**config.mk**
```make
export PLATFORM = sky130hd
export DESIGN_NAME = usbdb_top
export DESIGN_NICKNAME = d
export VERILOG_FILES = /design/src/core/usbdb_pkg.sv /design/src/core/usbdb_core.sv
export SDC_FILE = /design/constraint.sdc
export NUM_CORES = 1
export LEC_CHECK = 0
export BUFFER_PORTS_ARGS = -buffer_cell sky130_fd_sc_hd__buf_2
export CAP_MARGIN = 25
export CORE_MARGIN = 2
export CORE_UTILIZATION = 65
export CTS_CLUSTER_DIAMETER = 40
export DETAILED_ROUTE_END_ITERATION = 8
export PLACE_DENSITY = 0.84
export SLEW_MARGIN = 20
export SYNTH_ARGS = -nofsm -noshare
export SYNTH_HDL_FRONTEND = slang
export SYNTH_HIERARCHICAL = 1
export SYNTH_SLANG_ARGS = --single-unit
```
**constraint.sdc**
```tcl
create_clock -name CLK_SYS -period 3.4 [get_ports CLK_SYS]
set_input_delay 0.34 -clock CLK_SYS [delete_from_list [all_inputs] [get_ports CLK_SYS]]
set_output_delay 0.34 -clock CLK_SYS [all_outputs]
set_load 0.05 [all_outputs]
```
**src/core/usbdb_pkg.sv**
```systemverilog
// Shared constants and types of the double-buffered endpoint block
package usbdb_pkg;

    // ************************************************************
    // Packet storage geometry
    // ************************************************************
    localparam int          PKT_MAX     = 8;    // Bytes per packet slot
    localparam int          PTR_W       = 3;    // Byte index inside a slot
    localparam int          LEN_W       = 4;    // Byte count 0..PKT_MAX
    localparam int          FIFO_DEPTH  = 8;    // Receive FIFO words
    localparam int          FIFO_WIDTH  = 9;    // Data byte plus last flag
    localparam int          FIFO_LAST   = 8;    // Position of last flag

    // ************************************************************
    // Query status byte layout
    // ************************************************************
    localparam int          ST_FULL_BIT  = 0;   // Active slot full
    localparam int          ST_ACT_BIT   = 1;   // Index of active slot
    localparam int          ST_OTHER_BIT = 2;   // Other slot full
    localparam int          ST_INT_BIT   = 3;   // Endpoint interrupt flag

    // ************************************************************
    // Values after reset
    // ************************************************************
    localparam logic        ACT_RST     = 1'b0;  // First buffer active
    localparam logic [1:0]  FULL_RST    = 2'h0;  // Both slots empty
    localparam logic [7:0]  STATUS_RST  = 8'h00; // Query byte at reset

    // Link-side sequencer states
    typedef enum logic [2:0] {
        LS_IDLE,    // Waiting for a token
        LS_RX,      // Storing an accepted OUT packet
        LS_DROP,    // Discarding a refused OUT packet
        LS_TX,      // Streaming an IN packet
        LS_WAIT     // Waiting for the host handshake
    } usbdb_state_e;

endpackage : usbdb_pkg

```
**src/core/usbdb_core.sv**
```systemverilog
// Receive FIFO and the double-buffered endpoint engine
`timescale 1ns/100ps
`default_nettype none

// ****************************************************************
// Receive FIFO between the link and the packet slots
// ****************************************************************
module usbdb_fifo #(
    parameter int WIDTH = 9,
    parameter int DEPTH = 8
) (
    input  wire logic             clk,
    input  wire logic             rst_n,
    input  wire logic             in_valid,
    input  wire logic [WIDTH-1:0] in_data,
    output logic                  in_ready,
    output logic                  out_valid,
    output logic      [WIDTH-1:0] out_data,
    input  wire logic             out_ready
);
    localparam int AW = $clog2(DEPTH);

    logic [WIDTH-1:0] mem [DEPTH];        // Storage words
    logic [AW-1:0]    rd_r, rd_nxt;       // Read pointer
    logic [AW-1:0]    wr_r, wr_nxt;       // Write pointer
    logic [AW:0]      cnt_r, cnt_nxt;     // Fill level
    logic             ready_r, ready_nxt; // Registered not full
    logic             empty_r, empty_nxt; // Registered empty
    logic             push, pop;          // Accepted transfers

    assign in_ready  = ready_r;
    assign out_valid = ~empty_r;
    assign out_data  = mem[rd_r];

    // Next pointers and flags; registered flags keep ready glitch-free
    always_comb
    begin
        push      = in_valid & ready_r;
        pop       = out_ready & ~empty_r;
        rd_nxt    = pop ? rd_r + AW'(1) : rd_r;
        wr_nxt    = push ? wr_r + AW'(1) : wr_r;
        cnt_nxt   = cnt_r + (AW+1)'(push) - (AW+1)'(pop);
        ready_nxt = (cnt_nxt != (AW+1)'(DEPTH));
        empty_nxt = (cnt_nxt == '0);
    end

    // Pointer and flag registers
    always_ff @(posedge clk or negedge rst_n)
    begin
        if (!rst_n)
        begin
            rd_r    <= '0;
            wr_r    <= '0;
            cnt_r   <= '0;
            ready_r <= 1'b1;
            empty_r <= 1'b1;
        end
        else
        begin
            rd_r    <= rd_nxt;
            wr_r    <= wr_nxt;
            cnt_r   <= cnt_nxt;
            ready_r <= ready_nxt;
            empty_r <= empty_nxt;
        end
    end

    // Storage write; no reset needed for data words
    always_ff @(posedge clk)
    begin
        if (push)
            mem[wr_r] <= in_data;
    end

endmodule : usbdb_fifo

// ****************************************************************
// Double-buffered endpoint engine
// ****************************************************************
module usbdb_top
(
    input  wire logic                   CLK_SYS,
    input  wire logic                   RESETN,
    input  wire logic                   EP_ISO,
    input  wire logic                   EP_DIR_IN,
    input  wire logic                   NAK_INT_EN,
    input  wire logic                   FRAME_TICK,
    input  wire logic                   LNK_OUT_START,
    input  wire logic                   LNK_OUT_VALID,
    input  wire logic [7:0]             LNK_OUT_DATA,
    input  wire logic                   LNK_OUT_LAST,
    output logic                        LNK_OUT_READY,
    input  wire logic                   LNK_IN_TOKEN,
    input  wire logic                   LNK_IN_DONE,
    input  wire logic                   LNK_IN_FAIL,
    output logic                        LNK_ACK,
    output logic                        LNK_NAK,
    output logic                        LNK_IN_VALID,
    output logic [7:0]                  LNK_IN_DATA,
    output logic                        LNK_IN_LAST,
    output logic                        LNK_IN_ZLP,
    input  wire logic                   CPU_WR,
    input  wire logic [7:0]             CPU_WDATA,
    input  wire logic                   CPU_RD,
    output logic [7:0]                  CPU_RDATA,
    output logic [usbdb_pkg::LEN_W-1:0] CPU_RLEN,
    input  wire logic                   CPU_CMD_RELEASE,
    input  wire logic                   CPU_CMD_COMMIT,
    input  wire logic                   CPU_CMD_QUERY,
    output logic [7:0]                  CPU_STATUS,
    input  wire logic                   CPU_INT_CLR,
    output logic                        EP_INT
);
    import usbdb_pkg::*;

    // ************************************************************
    // Declarations
    // ************************************************************
    logic [7:0]       buf_mem [2][PKT_MAX]; // Two packet slots
    logic             act_r, act_nxt;       // Active slot index
    logic [1:0]       full_r, full_nxt;     // Slot holds a packet
    logic [LEN_W-1:0] len_r [2];            // Packet length per slot
    logic [LEN_W-1:0] len_nxt [2];
    logic [LEN_W-1:0] cptr_r, cptr_nxt;     // CPU byte index
    logic [LEN_W-1:0] lcnt_r, lcnt_nxt;     // Link byte index
    logic             tgt_r, tgt_nxt;       // Slot used by the link
    logic             txp_r, txp_nxt;       // Oldest committed IN slot
    usbdb_state_e     st_r, st_nxt;         // Link sequencer
    logic             int_r, int_nxt;
    logic             ack_r, ack_nxt;
    logic             nak_r, nak_nxt;
    logic             ival_r, ival_nxt;
    logic [7:0]       idat_r, idat_nxt;
    logic             ilast_r, ilast_nxt;
    logic             zlp_r, zlp_nxt;
    logic [7:0]       rdat_r, rdat_nxt;
    logic [LEN_W-1:0] rlen_r, rlen_nxt;
    logic [7:0]       stat_r, stat_nxt;
    logic             mwe;                  // Slot memory write
    logic             mslot;
    logic [PTR_W-1:0] maddr;
    logic [7:0]       mwd;
    logic             f_valid, f_ready;     // FIFO drain handshake
    logic [FIFO_WIDTH-1:0] f_data;
    logic             f_pop;

    // Slot that the next OUT packet lands in
    function automatic logic rx_slot(input logic iso, input logic act,
                                     input logic [1:0] full);
        // Isochronous traffic always uses the non-active slot
        if (iso)
            rx_slot = ~act;
        else
            rx_slot = full[act] ? ~act : act;
    endfunction : rx_slot

    // ************************************************************
    // Receive FIFO
    // ************************************************************
    // Drain stalls on a CPU write since the slot memory has one port;
    // the stall backs up into LNK_OUT_READY
    assign f_ready = ~CPU_WR;

    usbdb_fifo #(
        .WIDTH (FIFO_WIDTH),
        .DEPTH (FIFO_DEPTH)
    ) u_fifo (
        .clk       (CLK_SYS),
        .rst_n     (RESETN),
        .in_valid  (LNK_OUT_VALID),
        .in_data   ({LNK_OUT_LAST, LNK_OUT_DATA}),
        .in_ready  (LNK_OUT_READY),
        .out_valid (f_valid),
        .out_data  (f_data),
        .out_ready (f_ready)
    );

    // ************************************************************
    // Next-state logic
    // ************************************************************
    always_comb
    begin
        act_nxt   = act_r;
        full_nxt  = full_r;
        len_nxt   = len_r;
        cptr_nxt  = cptr_r;
        lcnt_nxt  = lcnt_r;
        tgt_nxt   = tgt_r;
        txp_nxt   = txp_r;
        st_nxt    = st_r;
        int_nxt   = int_r & ~CPU_INT_CLR;  // Packet-end sets below win the clear; NAK sets only fire while int_r is low and also win it
        ack_nxt   = 1'b0;
        nak_nxt   = 1'b0;
        ival_nxt  = 1'b0;
        idat_nxt  = idat_r;
        ilast_nxt = 1'b0;
        zlp_nxt   = 1'b0;
        rdat_nxt  = rdat_r;
        rlen_nxt  = len_r[act_r];
        stat_nxt  = stat_r;
        mwe       = 1'b0;
        mslot     = act_r;
        maddr     = cptr_r[PTR_W-1:0];
        mwd       = CPU_WDATA;
        f_pop     = f_valid & f_ready;

        // CPU data access always targets the active slot
        if (CPU_WR && cptr_r < LEN_W'(PKT_MAX))
        begin
            mwe      = 1'b1;
            cptr_nxt = cptr_r + LEN_W'(1);
        end
        else if (CPU_RD && cptr_r < LEN_W'(PKT_MAX))
        begin
            rdat_nxt = buf_mem[act_r][cptr_r[PTR_W-1:0]];
            cptr_nxt = cptr_r + LEN_W'(1);
        end

        // Query reports the state seen before this cycle's commands
        if (CPU_CMD_QUERY)
        begin
            stat_nxt               = 8'h00;
            stat_nxt[ST_FULL_BIT]  = full_r[act_r];
            stat_nxt[ST_ACT_BIT]   = act_r;
            stat_nxt[ST_OTHER_BIT] = full_r[~act_r];
            stat_nxt[ST_INT_BIT]   = int_r;
        end

        // Release frees the slot; bulk also swaps slots
        if (CPU_CMD_RELEASE)
        begin
            full_nxt[act_r] = 1'b0;
            cptr_nxt        = '0;
            if (!EP_ISO)
                act_nxt = ~act_r;
        end
        else if (CPU_CMD_COMMIT)
        begin
            full_nxt[act_r] = 1'b1;
            len_nxt[act_r]  = cptr_r;
            cptr_nxt        = '0;
            if (!EP_ISO)
                act_nxt = ~act_r;
        end

        // Frame boundary swaps isochronous slots
        if (EP_ISO && FRAME_TICK)
        begin
            act_nxt  = ~act_r;
            cptr_nxt = '0;
            if (!EP_DIR_IN)
                full_nxt[act_r] = 1'b0;
            else if (!full_r[act_r])
                zlp_nxt = 1'b1;
        end

        // Link sequencer
        case (st_r)
            LS_IDLE:
            begin
                if (LNK_OUT_START)
                begin
                    tgt_nxt  = rx_slot(EP_ISO, act_r, full_r);
                    lcnt_nxt = '0;
                    // Isochronous OUT overwrites whatever is there
                    if (EP_ISO || !full_r[tgt_nxt])
                    begin
                        ack_nxt = 1'b1;
                        st_nxt  = LS_RX;
                    end
                    else
                    begin
                        nak_nxt = 1'b1;
                        st_nxt  = LS_DROP;
                        if (NAK_INT_EN && !int_r)
                            int_nxt = 1'b1;
                    end
                end
                else if (LNK_IN_TOKEN)
                begin
                    tgt_nxt  = EP_ISO ? ~act_r : txp_r;
                    lcnt_nxt = '0;
                    if (full_r[tgt_nxt] && len_r[tgt_nxt] != '0)
                        st_nxt = LS_TX;
                    else if (full_r[tgt_nxt] || EP_ISO)
                    begin
                        // Empty committed packet or idle isochronous slot
                        zlp_nxt = 1'b1;
                        st_nxt  = full_r[tgt_nxt] ? LS_WAIT : LS_IDLE;
                    end
                    else
                    begin
                        nak_nxt = 1'b1;
                        if (NAK_INT_EN && !int_r)
                            int_nxt = 1'b1;
                    end
                end
            end
            LS_RX:
            begin
                if (f_pop)
                begin
                    // Bytes beyond a full slot are dropped, not wrapped
                    if (lcnt_r < LEN_W'(PKT_MAX))
                    begin
                        mwe      = 1'b1;
                        mslot    = tgt_r;
                        maddr    = lcnt_r[PTR_W-1:0];
                        mwd      = f_data[7:0];
                        lcnt_nxt = lcnt_r + LEN_W'(1);
                    end
                    if (f_data[FIFO_LAST])
                    begin
                        full_nxt[tgt_r] = 1'b1;
                        len_nxt[tgt_r]  = lcnt_nxt;
                        st_nxt          = LS_IDLE;
                        if (!EP_ISO)
                            int_nxt = 1'b1;
                    end
                end
            end
            LS_DROP:
            begin
                if (f_pop && f_data[FIFO_LAST])
                    st_nxt = LS_IDLE;
            end
            LS_TX:
            begin
                ival_nxt  = 1'b1;
                idat_nxt  = buf_mem[tgt_r][lcnt_r[PTR_W-1:0]];
                lcnt_nxt  = lcnt_r + LEN_W'(1);
                ilast_nxt = (lcnt_nxt == len_r[tgt_r]);
                if (ilast_nxt)
                    st_nxt = LS_WAIT;
            end
            LS_WAIT:
            begin
                if (LNK_IN_DONE)
                begin
                    full_nxt[tgt_r] = 1'b0;
                    st_nxt          = LS_IDLE;
                    if (!EP_ISO)
                    begin
                        txp_nxt = ~txp_r;
                        int_nxt = 1'b1;
                    end
                end
                else if (LNK_IN_FAIL)
                    st_nxt = LS_IDLE;                    // Retry on next IN
            end
            default:
                st_nxt = LS_IDLE;
        endcase
    end

    // ************************************************************
    // State registers
    // ************************************************************
    always_ff @(posedge CLK_SYS or negedge RESETN)
    begin
        if (!RESETN)
        begin
            act_r   <= ACT_RST;
            full_r  <= FULL_RST;
            len_r   <= '{default: '0};
            cptr_r  <= '0;
            lcnt_r  <= '0;
            tgt_r   <= ACT_RST;
            txp_r   <= ACT_RST;
            st_r    <= LS_IDLE;
            int_r   <= 1'b0;
            ack_r   <= 1'b0;
            nak_r   <= 1'b0;
            ival_r  <= 1'b0;
            idat_r  <= 8'h00;
            ilast_r <= 1'b0;
            zlp_r   <= 1'b0;
            rdat_r  <= 8'h00;
            rlen_r  <= '0;
            stat_r  <= STATUS_RST;
        end
        else
        begin
            act_r   <= act_nxt;
            full_r  <= full_nxt;
            len_r   <= len_nxt;
            cptr_r  <= cptr_nxt;
            lcnt_r  <= lcnt_nxt;
            tgt_r   <= tgt_nxt;
            txp_r   <= txp_nxt;
            st_r    <= st_nxt;
            int_r   <= int_nxt;
            ack_r   <= ack_nxt;
            nak_r   <= nak_nxt;
            ival_r  <= ival_nxt;
            idat_r  <= idat_nxt;
            ilast_r <= ilast_nxt;
            zlp_r   <= zlp_nxt;
            rdat_r  <= rdat_nxt;
            rlen_r  <= rlen_nxt;
            stat_r  <= stat_nxt;
        end
    end

    // Slot memory write port
    always_ff @(posedge CLK_SYS)
    begin
        if (mwe)
            buf_mem[mslot][maddr] <= mwd;
    end

    // Outputs straight from registers
    assign LNK_ACK      = ack_r;
    assign LNK_NAK      = nak_r;
    assign LNK_IN_VALID = ival_r;
    assign LNK_IN_DATA  = idat_r;
    assign LNK_IN_LAST  = ilast_r;
    assign LNK_IN_ZLP   = zlp_r;
    assign CPU_RDATA    = rdat_r;
    assign CPU_RLEN     = rlen_r;
    assign CPU_STATUS   = stat_r;
    assign EP_INT       = int_r;

endmodule : usbdb_top

`default_nettype wire

```
==> flow_metrics.py <==
metrics = {
    "yosys": {
        "synth_seq_area_share_pct": 61.8,
        "async_flop_share_pct": 24.8,
        "synth.distinct_cells": 59,
        "ys_ff_latch": 266,
        "synth_warnings": 6,
        "synth-edff-count": 200,
        "syn_area_mm2": 0.0124,
        "synth_top_flop_cell": "edfxtp_1",
        "synth_cells": 785,
        "avgSynthCellArea_um2": 15.8,
    },
    "routing": {
        "wl_per_cell_um": 27.8,
        "firstDrtPassIters": 5,
        "drt-total-wl_um": 31200,
        "vias": 7711,
        "via_per_inst": 6.89,
        "drc": 0,
        "drt-initial-drc-count": 954,
        "antenna_left": 0,
    },
    "clock_tree": {
        "cts-htree-levels": 2,
        "cts_made_buffers": 35,
        "cts.sinks": 266,
        "worst_skew_pair.late_latency_ns": 0.51,
        "ctsResizeCount": 0,
        "path_clk_slew_ns": 0.06,
        "clock_path_buffers": 3,
        "post-cts-setup-buffers": 0,
        "cts.hold.buffers_added": 0,
        "cts_tree": "done",
        "root_buffer": "clkbuf_16",
    },
    "grt": {
        "use_met1_pct": 43.9,
        "gr-total-overflow": 0,
        "grt_pass1_vias": 7853,
        "grt_antenna_before_repair": 1,
        "grt_pass1_wl_um": 47700,
        "use_met3_pct": 7.17,
        "busiest_layer": "met2",
        "gr-usage-met2_pct": 52.2,
        "grt_max_degree": 47,
        "grt_usage_pct": 32.3,
    },
    "pwr": {
        "p_clk_share_pct": 29.0,
        "p_switching_mw": 4.15,
        "p_per_area_mw_per_mm2": 865,
        "p_int_mw": 8.00,
        "power_frac_comb_pct": 32.8,
        "p_seq_share_pct": 38.2,
        "swShare_pct": 34.1,
        "power.leakage_nw": 5.23,
        "ir_drop_v": 0.000677,
    },
    "setup_path": {
        "cp.required_ns": 3.53,
        "critPathLaunchType": "flop",
        "reg2reg_slack_ns": 0.37,
        "crit_arrival_ns": 3.16,
        "cp_max_fo": 17,
        "end_kind": "flop",
        "worstSetupPathType": "reg2reg",
    },
    "die": {
        "num_rows": 50,
        "start_util_pct": 66.3,
        "die-area_mm2": 0.0202,
        "coreArea_mm2": 0.0187,
        "die_h_um": 142,
        "ioPinCount": 69,
        "die_w_um": 142,
    },
    "worst_hold_path": {
        "min_path_type": "in2reg",
    },
    "layout": {
        "fin_util_pct": 75.1,
        "final_common_cell": "edfxtp_1",
        "fin_cells": 1119,
        "layout_common_cells": "edfxtp_1, nand2_1, buf_2",
        "area_delta_synth_final_pct": 13.3,
        "nets": 903,
        "drive_gt1_share_pct": 26.9,
    },
    "timing": {
        "layout_setup_ws_ns": 0.374,
        "finalMaxSlewViolations": 0,
        "fmax_ghz": 0.330,
        "worst_pin_slew_ns": 1.02,
        "setup_viol": 0,
        "finalCritPeriodShare_pct": 89.0,
        "finalHoldViolCount": 0,
        "skew_ns": 0.0219,
        "holdWs_ns": 0.0952,
        "slew_headroom_pct": 32.1,
        "rsz0062_at_grt": "false",
        "final.setup.tns_ns": 0,
        "period_minus_slack_ns": 3.03,
    },
    "place": {
        "hpwl_um": 21000,
        "gp_congestion": 0.913,
        "placed_cells": 1055,
        "io_buffers": 64,
        "pre_cts_slack_ns": 0.543,
    },
    "run": {
        "drv_cap": 0,
    },
    "status": {
        "status": "finished clean",
    },
}
==> final cells by class <==
| class | count | area, um2 |
|---|---|---|
| Sequential cell | 266 | 7660 |
| Fill cell | 1039 | 4660 |
| Multi-Input combinational cell | 452 | 4380 |
| Clock buffer | 46 | 1010 |
| Timing Repair Buffer | 86 | 515 |
| Tap cell | 234 | 293 |
| Clock inverter | 16 | 119 |
| Inverter | 18 | 67.6 |
| Antenna cell | 1 | 2.50 |
==> critical path, stage by stage (launching register included) <==
cell and delay [ns]:
dfrtp_1 0.51, nor3b_2 0.44, and3_1 0.60, nand3_1 0.23
o21a_1 0.23, nor2_1 0.65
==> sequential cells by signal, summed over array words and instances (netlist names), 2 cells and up <==
name / flops
CPU_STATUS: 4
u_fifo/mem: 72
len_r: 8
u_fifo/wr_r: 3
st_r: 3
full_r: 2
buf_mem: 128
CPU_RDATA: 8
u_fifo/cnt_r: 4
u_fifo/rd_r: 3
LNK_IN_DATA: 8
CPU_RLEN: 4
lcnt_r: 4
cptr_r: 4
==> cells in the mapped netlist, drive strengths merged (2+ instances only) <==
cell type | number | share of area, %
edfxtp | 200 | 48
mux4 | 82 | 16
nand2 | 79 | 2.4
dfrtp | 64 | 13
nor2 | 48 | 1.5
mux2 | 35 | 3.5
buf | 31 | 1.8
nor3 | 25 | 1.0
mux2i | 24 | 1.9
clkbuf | 21 | 0.64
o21ai | 20 | 0.81
inv | 18 | 0.55
a21oi | 17 | 0.72
a221o | 16 | 1.3
xnor2 | 13 | 0.92
nand3 | 11 | 0.44
ha | 9 | 0.91
nand2b | 5 | 0.25
nor3b | 5 | 0.38
nor4 | 5 | 0.25
xor2 | 5 | 0.35
a21o | 4 | 0.24
a31oi | 4 | 0.20
and3 | 4 | 0.20
nand3b | 4 | 0.24
nor2b | 4 | 0.20
nand4 | 3 | 0.15
o211ai | 3 | 0.18
or3 | 3 | 0.15
a211oi | 2 | 0.16
a32oi | 2 | 0.14
dfstp | 2 | 0.42
o21a | 2 | 0.12
o22ai | 2 | 0.10
==> kinds of logic (layout without fill, tap and decap cells) <==
kind of cell               after synthesis  after routing  synth area share [%]
other                                    1              5                0.0302
adders and majority gates               10             10                  1.07
muxes                                  141            141                  21.0
buffers and inverters                   70            166                  3.00
DFF                                    266            266                  61.8
xor gates and xnor gates                18             18                  1.27
and+or+nand+nor                        199            199                  7.31
AOI/OAI and AO/OA                       80             80                  4.53
==> power groups by stage <==
stage	clock, mW	sequential, mW	combinational [mW]
4_1_cts	3.54	4.62	3.97
5_1_grt	3.68	4.69	4.22
3_3_place_gp	0	4.62	3.74
6_report	3.52	4.64	3.98
2_1_floorplan	0	4.81	2.81
3_5_place_dp	0	4.67	3.90
==> layer usage <==
layer | wire, um | share of wire (%)
met1 | 11500 | 37
met2 | 15400 | 49
met3 | 3130 | 10
met4 | 1110 | 3.6
met5 | 0 | 0
==> path summary, 6_finish.rpt <==
path / startpoint / to / cells past startpoint
setup / recovery: st_r[1] / buf_mem[1][52] / 5
hold / removal: LNK_IN_DONE / full_r[1] / 2
setup reg to reg: st_r[1] / buf_mem[1][52] / 5
hold reg to reg: CPU_RDATA[4] / CPU_RDATA[4] / 1
max in group asynchronous: RESETN / LNK_IN_DATA[2] / 3
min in group asynchronous: RESETN / CPU_RLEN[2] / 2
==> metrics by stage <==
stage	total power, mW	cell area (um2)
after floorplan	7.62	12400
after CTS	12.1	14000
after global placement	8.36	12900
after global routing	12.6	14000
final	12.1	14000
after detailed placement	8.57	12900
(Power assumes the default switching activity.)
